==> src/rtl/adcc_pkg.sv <==
/*
  Shared constants of the converter control block: register offsets,
  field positions, reset values and sequencing counts.
  Assumes a 32-bit AXI4-Lite bus with one register per aligned word.
*/
package adcc_pkg;

  // ----------------------------------------------------------------
  // Register offsets (byte addresses)
  // ----------------------------------------------------------------
  localparam logic [4:0] OFF_CHANNEL_CONTROL_STATUS = 5'h00;
  localparam logic [4:0] OFF_TRIGGER_COMPARE_STATUS = 5'h04;
  localparam logic [4:0] OFF_RESULT_HIGH = 5'h08;
  localparam logic [4:0] OFF_RESULT_LOW = 5'h0C;
  localparam logic [4:0] OFF_COMPARE_VALUE_HIGH = 5'h10;
  localparam logic [4:0] OFF_COMPARE_VALUE_LOW = 5'h14;
  localparam logic [4:0] OFF_CONVERTER_CONFIGURATION = 5'h18;

  // ----------------------------------------------------------------
  // Field positions
  // ----------------------------------------------------------------
  localparam int BIT_COMPLETE = 7;
  localparam int BIT_IRQ_ENABLE = 6;
  localparam int BIT_CONTINUOUS = 5;
  localparam int BIT_IN_PROGRESS = 7;
  localparam int BIT_TRIGGER_SELECT = 6;
  localparam int BIT_COMPARE_ENABLE = 5;
  localparam int BIT_COMPARE_DIRECTION = 4;
  localparam int BIT_LOW_POWER = 7;
  localparam int POS_DIVIDER = 5;
  localparam int BIT_SAMPLE_LENGTH = 4;
  localparam int POS_MODE = 2;
  localparam int POS_CLOCK_SELECT = 0;

  // ----------------------------------------------------------------
  // Codes and reset values
  // ----------------------------------------------------------------
  localparam logic [4:0] CHANNEL_OFF = 5'h1F;
  localparam logic [1:0] MODE_EIGHT_BIT = 2'h0;
  localparam logic [1:0] MODE_TEN_BIT = 2'h2;
  localparam logic [1:0] CLK_BUS = 2'h0;
  localparam logic [1:0] CLK_BUS_HALF = 2'h1;
  localparam logic [1:0] CLK_ALTERNATE = 2'h2;
  localparam logic [1:0] CLK_ASYNC = 2'h3;
  localparam logic [4:0] RST_CHANNEL = 5'h1F;
  localparam logic [7:0] RST_CONFIGURATION = 8'h00;
  localparam logic [1:0] RESP_OKAY = 2'h0;
  localparam logic [1:0] RESP_SLVERR = 2'h2;

  // ----------------------------------------------------------------
  // Sequencing counts, in converter clock half-periods (divider ticks)
  // ----------------------------------------------------------------
  localparam logic [5:0] SAMPLE_SHORT_TICKS = 6'h02;
  localparam logic [5:0] SAMPLE_LONG_TICKS = 6'h14;
  localparam logic [5:0] BITS_EIGHT = 6'h08;
  localparam logic [5:0] BITS_TEN = 6'h0A;

endpackage

==> src/rtl/adcc_clkdiv.sv <==
/*
  Converter clock generator: picks one of four sources and divides it.
  Assumes the alternate and asynchronous clock inputs are slow levels
  already synchronous to aclk.
*/
`timescale 1ns/1ps
`default_nettype none

module adcc_clkdiv
  import adcc_pkg::*;
(
  // Clock and reset
  input wire logic aclk,
  input wire logic aresetn,
  // Selection
  input wire logic [1:0] clock_select,
  input wire logic [1:0] divider,
  input wire logic alternate_clock,
  input wire logic module_async_clock,
  // Output
  output logic tick,
  output logic converter_clock
);

  logic half_reg;
  logic alt_prev_reg;
  logic async_prev_reg;
  logic [2:0] count_reg;
  logic clk_reg;
  logic src_tick;
  logic [2:0] limit;

  // Source edge per input clock select
  assign src_tick = (clock_select == CLK_BUS) ? 1'b1 :
                    (clock_select == CLK_BUS_HALF) ? half_reg :
                    (clock_select == CLK_ALTERNATE) ? (alternate_clock & ~alt_prev_reg) :
                    (module_async_clock & ~async_prev_reg);
  // Divide ratio 1, 2, 4 or 8
  assign limit = (3'h1 << divider) - 3'h1;
  assign tick = src_tick && (count_reg == limit);
  assign converter_clock = clk_reg;

  // Source edge trackers and divide counter
  always_ff @(posedge aclk)
  begin
    if (!aresetn)
    begin
      half_reg <= 1'b0;
      alt_prev_reg <= 1'b0;
      async_prev_reg <= 1'b0;
      count_reg <= 3'h0;
      clk_reg <= 1'b0;
    end
    else
    begin
      half_reg <= ~half_reg;
      alt_prev_reg <= alternate_clock;
      async_prev_reg <= module_async_clock;
      if (src_tick)
        count_reg <= tick ? 3'h0 : count_reg + 3'h1;
      if (tick)
        clk_reg <= ~clk_reg;
    end
  end

endmodule

`default_nettype wire

==> src/rtl/adcc_top.sv <==
/*
  Register-side control of a successive approximation converter:
  trigger selection, conversion sequencing, automatic compare, result
  registers with read interlock, and configuration, over AXI4-Lite.
  Assumes the analog core presents its result on core_result when the
  conversion ends, and that all inputs are synchronous to aclk.
*/
`timescale 1ns/1ps
`default_nettype none

module adcc_top
  import adcc_pkg::*;
#(
  parameter int ADDR_W = 5
)
(
  // Clock and reset
  input wire logic aclk,
  input wire logic aresetn,
  // AXI4-Lite write address
  input wire logic [ADDR_W-1:0] s_axi_awaddr,
  input wire logic s_axi_awvalid,
  output logic s_axi_awready,
  // AXI4-Lite write data
  input wire logic [31:0] s_axi_wdata,
  input wire logic [3:0] s_axi_wstrb,
  input wire logic s_axi_wvalid,
  output logic s_axi_wready,
  // AXI4-Lite write response
  output logic [1:0] s_axi_bresp,
  output logic s_axi_bvalid,
  input wire logic s_axi_bready,
  // AXI4-Lite read address
  input wire logic [ADDR_W-1:0] s_axi_araddr,
  input wire logic s_axi_arvalid,
  output logic s_axi_arready,
  // AXI4-Lite read data
  output logic [31:0] s_axi_rdata,
  output logic [1:0] s_axi_rresp,
  output logic s_axi_rvalid,
  input wire logic s_axi_rready,
  // Trigger and clock sources
  input wire logic hardware_trigger_input,
  input wire logic alternate_clock,
  input wire logic module_async_clock,
  // Analog core
  input wire logic [9:0] core_result,
  output logic converter_clock,
  output logic sample_active,
  output logic converter_enable,
  output logic low_power_config,
  output logic ten_bit_mode,
  output logic [4:0] channel_select_field,
  // Status
  output logic conversion_in_progress,
  output logic conversion_complete_flag
);

  // ----------------------------------------------------------------
  // Helpers
  // ----------------------------------------------------------------

  // Compare condition for the current mode
  function automatic logic compare_hit(input logic [9:0] res, input logic [9:0] val, input logic ten,
                                       input logic dir);
    logic [9:0] a;
    logic [9:0] b;
    a = ten ? res : {2'h0, res[7:0]};
    b = ten ? val : {2'h0, val[7:0]};
    compare_hit = dir ? (a >= b) : (a < b);
  endfunction

  // Registers sit densely from offset zero, one aligned word each
  function automatic logic mapped(input logic [ADDR_W-1:0] a);
    mapped = (a <= OFF_CONVERTER_CONFIGURATION) && (a[1:0] == 2'h0);
  endfunction

  // ----------------------------------------------------------------
  // State
  // ----------------------------------------------------------------
  logic aw_held_reg, w_held_reg, wstrb_reg, bvalid_reg, rvalid_reg, irq_enable_reg, continuous_reg;
  logic trigger_select_reg, compare_enable_reg, compare_direction_reg, lock_reg, complete_reg, hw_prev_reg;
  logic busy_reg, sampling_reg;
  logic [ADDR_W-1:0] awaddr_reg;
  logic [7:0] wdata_reg, compare_low_reg, config_reg;
  logic [1:0] bresp_reg, rresp_reg, compare_high_reg;
  logic [31:0] rdata_reg;
  logic [4:0] channel_reg;
  logic [9:0] result_reg;
  logic [5:0] count_reg, count_next;

  // ----------------------------------------------------------------
  // Bus decode
  // ----------------------------------------------------------------
  logic wr_en, rd_en, wr_known, rd_known, wr_sc1, wr_sc2, wr_cvh, wr_cvl, wr_cfg, rd_rh, rd_rl;
  logic [7:0] rd_byte;

  // Write fires once both address and data are held
  assign wr_en = aw_held_reg && w_held_reg && !bvalid_reg;
  assign rd_en = s_axi_arvalid && s_axi_arready;
  assign s_axi_awready = !aw_held_reg && !bvalid_reg;
  assign s_axi_wready = !w_held_reg && !bvalid_reg;
  assign s_axi_arready = !rvalid_reg;
  assign s_axi_bvalid = bvalid_reg;
  assign s_axi_bresp = bresp_reg;
  assign s_axi_rvalid = rvalid_reg;
  assign s_axi_rdata = rdata_reg;
  assign s_axi_rresp = rresp_reg;

  // Write targets; lane 0 carries every register
  assign wr_sc1 = wr_en && wstrb_reg && (awaddr_reg == OFF_CHANNEL_CONTROL_STATUS);
  assign wr_sc2 = wr_en && wstrb_reg && (awaddr_reg == OFF_TRIGGER_COMPARE_STATUS);
  assign wr_cvh = wr_en && wstrb_reg && (awaddr_reg == OFF_COMPARE_VALUE_HIGH);
  assign wr_cvl = wr_en && wstrb_reg && (awaddr_reg == OFF_COMPARE_VALUE_LOW);
  assign wr_cfg = wr_en && wstrb_reg && (awaddr_reg == OFF_CONVERTER_CONFIGURATION);
  assign wr_known = mapped(awaddr_reg);

  // Read targets with side effects
  assign rd_rh = rd_en && (s_axi_araddr == OFF_RESULT_HIGH);
  assign rd_rl = rd_en && (s_axi_araddr == OFF_RESULT_LOW);
  assign rd_known = mapped(s_axi_araddr);

  // Read data mux; reserved bits read as zero
  assign rd_byte =
    (s_axi_araddr == OFF_CHANNEL_CONTROL_STATUS) ?
      {complete_reg, irq_enable_reg, continuous_reg, channel_reg} :
    (s_axi_araddr == OFF_TRIGGER_COMPARE_STATUS) ?
      {busy_reg, trigger_select_reg, compare_enable_reg, compare_direction_reg, 4'h0} :
    (s_axi_araddr == OFF_RESULT_HIGH) ? {6'h00, ten_bit_mode ? result_reg[9:8] : 2'h0} :
    (s_axi_araddr == OFF_RESULT_LOW) ? result_reg[7:0] :
    (s_axi_araddr == OFF_COMPARE_VALUE_HIGH) ? {6'h00, compare_high_reg} :
    (s_axi_araddr == OFF_COMPARE_VALUE_LOW) ? compare_low_reg :
    (s_axi_araddr == OFF_CONVERTER_CONFIGURATION) ? config_reg : 8'h00;

  // ----------------------------------------------------------------
  // Configuration fields
  // ----------------------------------------------------------------
  logic long_sample, mode_change;
  logic [1:0] mode_field;

  assign low_power_config = config_reg[BIT_LOW_POWER];
  assign long_sample = config_reg[BIT_SAMPLE_LENGTH];
  assign mode_field = config_reg[POS_MODE +: 2];
  assign ten_bit_mode = (mode_field == MODE_TEN_BIT);
  assign mode_change = wr_cfg && (wdata_reg[POS_MODE +: 2] != mode_field);
  assign channel_select_field = channel_reg;
  assign converter_enable = (channel_reg != CHANNEL_OFF);

  // ----------------------------------------------------------------
  // Converter clock
  // ----------------------------------------------------------------
  logic tick;

  adcc_clkdiv u_clkdiv
  (
    .aclk(aclk),
    .aresetn(aresetn),
    .clock_select(config_reg[POS_CLOCK_SELECT +: 2]),
    .divider(config_reg[POS_DIVIDER +: 2]),
    .alternate_clock(alternate_clock),
    .module_async_clock(module_async_clock),
    .tick(tick),
    .converter_clock(converter_clock)
  );

  // ----------------------------------------------------------------
  // Trigger and sequencing
  // ----------------------------------------------------------------
  logic sw_start, hw_start, cont_start, start, abort, done;
  logic [5:0] sample_ticks, bit_ticks;

  assign sw_start = wr_sc1 && !trigger_select_reg && (wdata_reg[4:0] != CHANNEL_OFF);
  assign hw_start = trigger_select_reg && hardware_trigger_input && !hw_prev_reg && !busy_reg &&
                    converter_enable && !wr_sc1;
  assign abort = wr_sc1;
  assign done = busy_reg && tick && (count_reg == 6'h01) && !abort;
  assign cont_start = done && continuous_reg && converter_enable;
  assign start = sw_start || hw_start || cont_start;
  assign sample_ticks = long_sample ? SAMPLE_LONG_TICKS : SAMPLE_SHORT_TICKS;
  assign bit_ticks = ten_bit_mode ? BITS_TEN : BITS_EIGHT;
  assign count_next = start ? (sample_ticks + bit_ticks) : (tick && busy_reg) ? count_reg - 6'h01 : count_reg;
  assign conversion_in_progress = busy_reg;
  assign sample_active = sampling_reg;

  // Conversion counter and in-progress flag
  always_ff @(posedge aclk)
  begin
    if (!aresetn)
    begin
      busy_reg <= 1'b0;
      count_reg <= 6'h00;
      sampling_reg <= 1'b0;
      hw_prev_reg <= 1'b0;
    end
    else
    begin
      hw_prev_reg <= hardware_trigger_input;
      count_reg <= count_next;
      busy_reg <= start || (busy_reg && !abort && !done);
      sampling_reg <= start || (sampling_reg && !abort && !done && (count_next > bit_ticks));
    end
  end

  // ----------------------------------------------------------------
  // Result transfer and compare
  // ----------------------------------------------------------------
  logic [9:0] sample_value;
  logic hit, accept, transfer;

  assign sample_value = ten_bit_mode ? core_result : {2'h0, core_result[7:0]};
  assign hit = compare_hit(sample_value, {compare_high_reg, compare_low_reg}, ten_bit_mode, compare_direction_reg);
  assign accept = done && (!compare_enable_reg || hit);
  assign transfer = accept && !(ten_bit_mode && lock_reg) && !mode_change;

  // Result, interlock and complete flag
  always_ff @(posedge aclk)
  begin
    if (!aresetn)
    begin
      result_reg <= 10'h000;
      lock_reg <= 1'b0;
      complete_reg <= 1'b0;
    end
    else
    begin
      if (mode_change)
        result_reg <= 10'h000;
      else if (transfer)
        result_reg <= sample_value;
      if (mode_change || rd_rl)
        lock_reg <= 1'b0;
      else if (rd_rh && ten_bit_mode)
        lock_reg <= 1'b1;
      if (accept)
        complete_reg <= 1'b1;
      else if (wr_sc1 || rd_rl)
        complete_reg <= 1'b0;
    end
  end

  assign conversion_complete_flag = complete_reg;

  // ----------------------------------------------------------------
  // Software registers
  // ----------------------------------------------------------------
  always_ff @(posedge aclk)
  begin
    if (!aresetn)
    begin
      irq_enable_reg <= 1'b0;
      continuous_reg <= 1'b0;
      channel_reg <= RST_CHANNEL;
      trigger_select_reg <= 1'b0;
      compare_enable_reg <= 1'b0;
      compare_direction_reg <= 1'b0;
      compare_high_reg <= 2'h0;
      compare_low_reg <= 8'h00;
      config_reg <= RST_CONFIGURATION;
    end
    else
    begin
      if (wr_sc1)
      begin
        irq_enable_reg <= wdata_reg[BIT_IRQ_ENABLE];
        continuous_reg <= wdata_reg[BIT_CONTINUOUS];
        channel_reg <= wdata_reg[4:0];
      end
      // Reserved low bits are not stored
      if (wr_sc2)
      begin
        trigger_select_reg <= wdata_reg[BIT_TRIGGER_SELECT];
        compare_enable_reg <= wdata_reg[BIT_COMPARE_ENABLE];
        compare_direction_reg <= wdata_reg[BIT_COMPARE_DIRECTION];
      end
      if (wr_cvh)
        compare_high_reg <= wdata_reg[1:0];
      if (wr_cvl)
        compare_low_reg <= wdata_reg;
      if (wr_cfg)
        config_reg <= wdata_reg;
    end
  end

  // ----------------------------------------------------------------
  // AXI4-Lite channel handshakes
  // ----------------------------------------------------------------
  always_ff @(posedge aclk)
  begin
    if (!aresetn)
    begin
      aw_held_reg <= 1'b0;
      w_held_reg <= 1'b0;
      awaddr_reg <= '0;
      wdata_reg <= 8'h00;
      wstrb_reg <= 1'b0;
      bvalid_reg <= 1'b0;
      bresp_reg <= RESP_OKAY;
    end
    else
    begin
      if (s_axi_awvalid && s_axi_awready)
      begin
        aw_held_reg <= 1'b1;
        awaddr_reg <= s_axi_awaddr;
      end
      if (s_axi_wvalid && s_axi_wready)
      begin
        w_held_reg <= 1'b1;
        wdata_reg <= s_axi_wdata[7:0];
        wstrb_reg <= s_axi_wstrb[0];
      end
      if (wr_en)
      begin
        aw_held_reg <= 1'b0;
        w_held_reg <= 1'b0;
        bvalid_reg <= 1'b1;
        bresp_reg <= wr_known ? RESP_OKAY : RESP_SLVERR;
      end
      else if (s_axi_bready)
        bvalid_reg <= 1'b0;
    end
  end

  // Read answer registered one cycle after address acceptance
  always_ff @(posedge aclk)
  begin
    if (!aresetn)
    begin
      rvalid_reg <= 1'b0;
      rdata_reg <= 32'h0000_0000;
      rresp_reg <= RESP_OKAY;
    end
    else if (rd_en)
    begin
      rvalid_reg <= 1'b1;
      rdata_reg <= {24'h0, rd_byte};
      rresp_reg <= rd_known ? RESP_OKAY : RESP_SLVERR;
    end
    else if (s_axi_rready)
      rvalid_reg <= 1'b0;
  end

endmodule

`default_nettype wire

==> config.mk <==
export PLATFORM = sky130hd
export DESIGN_NAME = adcc_top
export DESIGN_NICKNAME = d
export VERILOG_FILES = /design/src/rtl/adcc_pkg.sv /design/src/rtl/adcc_clkdiv.sv /design/src/rtl/adcc_top.sv
export SDC_FILE = /design/constraint.sdc
export NUM_CORES = 1
export LEC_CHECK = 0
export ABC_CLOCK_PERIOD_IN_PS = 4200
export BUFFER_PORTS_ARGS = -buffer_cell sky130_fd_sc_hd__buf_4
export CELL_PAD_IN_SITES_DETAIL_PLACEMENT = 1
export CELL_PAD_IN_SITES_GLOBAL_PLACEMENT = 1
export CORE_ASPECT_RATIO = 1.75
export CORE_MARGIN = 1.5
export CORE_UTILIZATION = 39
export DETAILED_ROUTE_END_ITERATION = 6
export GPL_TIMING_DRIVEN = 1
export PLACE_DENSITY_LB_ADDON = 0.1
export REMOVE_ABC_BUFFERS = 1
export SYNTH_ARGS = -nofsm -noshare
export SYNTH_HDL_FRONTEND = slang
export SYNTH_SLANG_ARGS = --single-unit
==> constraint.sdc <==
create_clock -name aclk -period 4.2 [get_ports aclk]
set_clock_uncertainty 0.15 [all_clocks]
set_input_delay 0.84 -clock aclk [delete_from_list [all_inputs] [get_ports aclk]]
set_output_delay 0.84 -clock aclk [all_outputs]
set_load 0.02 [all_outputs]
==> flow_summary.json, run 1 <==
{
  "status": "complete, no violations",
  "final_cell_mix": "84 x dfxtp_1, 71 x buf_4, 65 x nand2_1, 53 x nor2_1, 45 x mux2i_1",
  "synthesis.area_mm2": 0.004349,
  "place_ws_ns": 0.8925,
  "finalHoldViolations": 0,
  "cts_sinks": 84,
  "synth_edf_count": 0,
  "drtIter0Drc": 191,
  "synth_seq_area_share_pct": 38.67,
  "clockBufferDepth": 2,
  "setup_slack_ns": 1.002,
  "worstPathMaxFanout": 12,
  "synth_ff_type": "dfxtp_1",
  "antenna_cells": 0,
  "post_cts_buffers": 0,
  "total_power_mw": 1.871,
  "synth_top_area_share_pct": 38.67,
  "yosys-top-cells-area": "dfxtp_1 39%, mux2i_1 10%, nand2_1 5.6%, buf_4 4.7%, ha_1 4.6%",
  "hpwl_um": 9724,
  "antenna_found_initial": 0,
  "hold_class": "flip-flop to flip-flop",
  "crit_path_start_kind": "flip-flop",
  "fin_crit_sh_pct": 76.14,
  "worstSetupPathType": "flip-flop to flip-flop",
  "fill_cells": 1307,
  "final_antenna_net_count": 0,
  "drv_cap": 0,
  "place_inst": 687,
  "post-route-util_pct": 48.08,
  "ys_seq_elements": 84,
  "pwr_density_cell_mw_per_mm2": 361.6,
  "io_pins": 119,
  "setup-tns-final_ns": 0,
  "routed_wl_um": 12550,
  "dieArea_mm2": 0.01182,
  "initial_core_util_pct": 40.42,
  "finalMaxSlewViolations": 0,
  "num_vias": 3813,
  "synth.avg_cell_area_um2": 8.545,
  "drc": 0,
  "first_pass_iters": 5,
  "yosys_warnings": 0,
  "rows": 50,
  "clock_latency_ns": 0.34,
  "htree_levels": 3,
  "worstPathArrival_ns": 3.32,
  "die_h_um": 142.7,
  "core_area_mm2": 0.01076,
  "largest_reg_flops": 10,
  "synth_cell_types": 58,
  "hold_buffers": 0,
  "required_ns": 4.32,
  "slew_headroom_pct": 38.32,
  "grt_pass1_vias": 4041,
  "clkSlewWorstSetupHoldPaths_ns": 0.06,
  "vias_per_cell": 5.424,
  "setup_viol": 0,
  "drive_gt1_share_pct": 17.28,
  "async_flop_share_pct": 0,
  "rsz0062_at_grt": "no",
  "endpoint_kind": "flip-flop",
  "grt_start_max_net_pins": 52,
  "grtUsageTotal_pct": 22.07,
  "tightestPinTransition_ns": 0.9233,
  "overflow": 0,
  "timing.fmax_mhz": 312.7,
  "stdcell_count": 703,
  "post-route-min-period_ns": 3.198,
  "cts_root_buffer": "clkbuf_16",
  "die_w_um": 82.83,
  "synth_cells": 509,
  "final_common_cell": "dfxtp_1",
  "gp_congestion": 0.8614,
  "yosysTopAreaCell": "dfxtp_1",
  "post_cts_resized": 0,
  "cts_buffers": 9,
  "syn_to_final_growth_pct": 18.96,
  "vdd_drop_max_mv": 0.2307,
  "power.leakage_nw": 2.331,
  "grt_pass1_wl_um": 20490,
  "nets": 650,
  "place.port_buffers": 65,
  "cts_tree": "built",
  "wl_per_cell_um": 17.86
}
## Yosys cell counts, types with 3 or more instances
| master | number |
|---|---|
| nand4_1 | 4 |
| or3_1 | 3 |
| nand2b_1 | 5 |
| a21oi_1 | 32 |
| mux2i_1 | 45 |
| nand3b_1 | 4 |
| nand3_1 | 12 |
| o211ai_1 | 6 |
| a22oi_1 | 10 |
| nor2_1 | 53 |
| nand2_1 | 65 |
| ha_1 | 16 |
| clkbuf_1 | 20 |
| nor2b_1 | 9 |
| xnor2_1 | 3 |
| o31ai_1 | 3 |
| and2_1 | 9 |
| o21ai_0 | 12 |
| inv_1 | 19 |
| xor2_1 | 4 |
| dfxtp_1 | 84 |
| a21o_1 | 3 |
| and3_1 | 9 |
| a31oi_1 | 6 |
| buf_4 | 27 |
| nor3_1 | 7 |
## critical path, cell delays in order (launching register included)
cell       delay, ns
dfxtp_1         0.48
nand2_1         0.14
a2111oi_4       0.48
nor2_2          0.21
o31ai_2         0.27
buf_4           0.24
nand2_1         0.07
o21ai_1         0.10
ha_1            0.26
or2_2           0.29
o31ai_1         0.09
o31ai_1         0.13
a211oi_2        0.22
## power by group
part	switching (mW)	internal (mW)
logic	0.107	0.0695
clock network	0.328	0.524
registers	0.0240	0.817
## cell type report
class,instances,area [um2],share of cell area [%]
Clock buffer,11,232.7,4.498
Clock inverter,5,85.08,1.644
Inverter,19,71.32,1.378
Multi-Input combinational cell,383,2407,46.53
Sequential cell,84,1682,32.50
Tap cell,130,162.7,3.144
Timing Repair Buffer,71,533.0,10.30
## path summary, 6_finish.rpt
kind	cells past startpoint	start	slack, ns	to
setup / recovery	12	config_reg[5]	1.00	sample_active
hold / removal	1	u_clkdiv.half_reg	0.26	u_clkdiv.half_reg
setup reg to reg	12	config_reg[5]	1.00	sample_active
hold reg to reg	1	u_clkdiv.half_reg	0.26	u_clkdiv.half_reg
## cells by family after synthesis
family / share of synthesized area [%]
AND/OR/NAND/NOR: 21.66
AO/OA/AOI/OAI: 14.56
flip-flops: 38.67
buffers and inverters: 8.141
multiplexers: 10.87
adder cells (fa/ha/maj): 4.603
XOR/XNOR: 1.410
other: 0.08622
## through the flow
stage / hold WS, ns / area (um2)
after floorplan: 0.2356 / 4160
after global placement: 0.2460 / 4856
after detailed placement: 0.2543 / 4856
after CTS: 0.2645 / 5174
after global routing: 0.2865 / 5174
final: 0.2609 / 5174
## per-layer routing
metal	routed length [um]	GRT usage, %
met5	0	0
met4	437	11.05
met3	365	3.237
met2	7110	41.81
met1	4640	23.54
Note: power is estimated with default switching activity, not from simulation.
==> run 2, diff against run 1 <==
Settings changed: ABC_CLOCK_PERIOD_IN_PS 4200 to 2750, CORE_UTILIZATION 39 to 35.
Clock period 4.2 ns to 2.75 ns, I/O delays scaled along.
==> flow_summary.json, run 2 (same netlist as run 1, synthesis figures left out) <==
{
  "gp_congestion": 0.8357,
  "drive_gt1_share_pct": 25.20,
  "pwr-share-clk_pct": 43.2,
  "drc": 0,
  "syn_to_final_growth_pct": 28.37,
  "total_power_mw": 2.790,
  "grt_util_met3_pct": 3.399,
  "required_ns": 2.86,
  "io_pins": 119,
  "final_area_mm2": 0.005583,
  "power_frac_seq_pct": 45.6,
  "cts_sinks": 84,
  "use_met2_pct": 40.62,
  "antenna_cells": 0,
  "largest_reg_flops": 10,
  "final_common_cell": "buf_4",
  "clkSlewWorstSetupHoldPaths_ns": 0.06,
  "finalHoldViolations": 0,
  "timing.fmax_mhz": 378.6,
  "worstPathArrival_ns": 2.75,
  "final_antenna_net_count": 0,
  "holdPathStages": 2,
  "antenna_found_initial": 0,
  "rows": 53,
  "post-route-util_pct": 46.26,
  "num_vias": 3950,
  "ff2ff_setup_slack_ns": 0.11,
  "swShare_pct": 25.99,
  "post-route-min-period_ns": 2.642,
  "fin_crit_sh_pct": 96.05,
  "status": "complete, no violations",
  "clock_latency_ns": 0.34,
  "grt-busiest-layer": "met2",
  "setup_viol": 0,
  "final_cell_mix": "107 x buf_4, 81 x dfxtp_1, 64 x nand2_1, 52 x nor2_1, 44 x mux2i_1",
  "overflow": 0,
  "grt_pass1_wl_um": 20950,
  "worstSetupPathType": "flip-flop to flip-flop",
  "r2r_cells": 11,
  "wl_per_cell_um": 17.48,
  "finalMaxSlewViolations": 0,
  "grtUsageTotal_pct": 21.30,
  "die_h_um": 150.5,
  "place_area_mm2": 0.005155,
  "grt_pass1_vias": 4098,
  "endpoint_kind": "flip-flop",
  "setup-tns-final_ns": 0,
  "dieArea_mm2": 0.01313,
  "worstPathMaxFanout": 4,
  "routed_wl_um": 13560,
  "place.port_buffers": 65,
  "place_ws_ns": -0.1354,
  "hold_class": "input pin to flip-flop",
  "nets": 688,
  "hold_ws_ns": 0.2394,
  "clockBufferDepth": 2,
  "crit_path_start_kind": "flip-flop",
  "cts_tree": "built",
  "first_pass_iters": 4,
  "drv_cap": 0,
  "die_w_um": 87.27,
  "drtIter0Drc": 164,
  "p_switching_mw": 0.7250,
  "grt_start_max_net_pins": 39,
  "place_inst": 756,
  "setup_slack_ns": 0.1085,
  "htree_levels": 3,
  "power.leakage_nw": 2.526,
  "slew_headroom_pct": 44.79,
  "pwr_density_cell_mw_per_mm2": 499.7,
  "grtUsageMet1_pct": 21.93,
  "vias_per_cell": 5.090,
  "initial_core_util_pct": 36.04,
  "internal_power_mw": 2.065,
  "core_area_mm2": 0.01207,
  "cts_root_buffer": "clkbuf_16",
  "stdcell_count": 776,
  "tightestPinTransition_ns": 0.8251,
  "vdd_drop_max_mv": 0.2822,
  "hpwl_um": 10440,
  "comb_power_share_pct": 11.3,
  "cts_buffers": 9
}
[run 2: changes by cell type in the layout (fill, tap and decap cells not counted), moves of 2 or more]
cell,before,now
o31ai_4,0,2
dfxtp_2,0,3
o31ai_1,3,1
clkbuf_8,0,3
and2_1,9,7
and2_4,0,2
buf_4,71,107
dfxtp_1,84,81
clkbuf_1,2,0
bufinv_16,2,0
[run 2: final cells by class]
type,count,area (um2)
Tap cell,165,206.4
Sequential cell,84,1685
Fill cell,1476,6486
Timing Repair Buffer,109,834.6
Multi-Input combinational cell,383,2486
Clock inverter,4,32.53
Inverter,19,71.32
Clock buffer,12,266.5
[run 2: worst paths after layout]
check | start | end
max | u_clkdiv.count_reg[0] | sample_active
min reg2reg | u_clkdiv.half_reg | u_clkdiv.half_reg
min | s_axi_rready | s_axi_rvalid
max reg2reg | u_clkdiv.count_reg[0] | sample_active
[run 2: metal layers]
metal  vias to the layer above  wire length, um
li1                       1913                -
met1                      1933             5135
met2                        76             7564
met3                        28              342
met4                         0              518
met5                         -                0
[run 2: what timing repair did]
item,CTS,global route
setup endpoints to repair,11,11
pin swaps,6,12
hold buffers,0,0
setup buffers,2,2
endpoints found under the hold margin,0,0
resized for setup,11,13
[run 2: worst max-delay path, cell delays in order, from the launching register on]
cell,delay (ns)
dfxtp_2,0.34
or2_4,0.26
a2111oi_4,0.40
nor2_2,0.12
o31ai_4,0.29
nand2_1,0.11
o21ai_2,0.08
ha_1,0.25
or2_4,0.24
o31ai_4,0.07
o31ai_2,0.09
a211oi_2,0.18
[run 2: power groups by stage]
stage / combinational (mW) / clock (mW) / sequential, mW
after floorplan: 0.146 / 0 / 1.31
after global placement: 0.305 / 0 / 1.30
after detailed placement: 0.315 / 0 / 1.30
after CTS: 0.317 / 1.23 / 1.27
after global routing: 0.347 / 1.28 / 1.27
final: 0.314 / 1.20 / 1.27
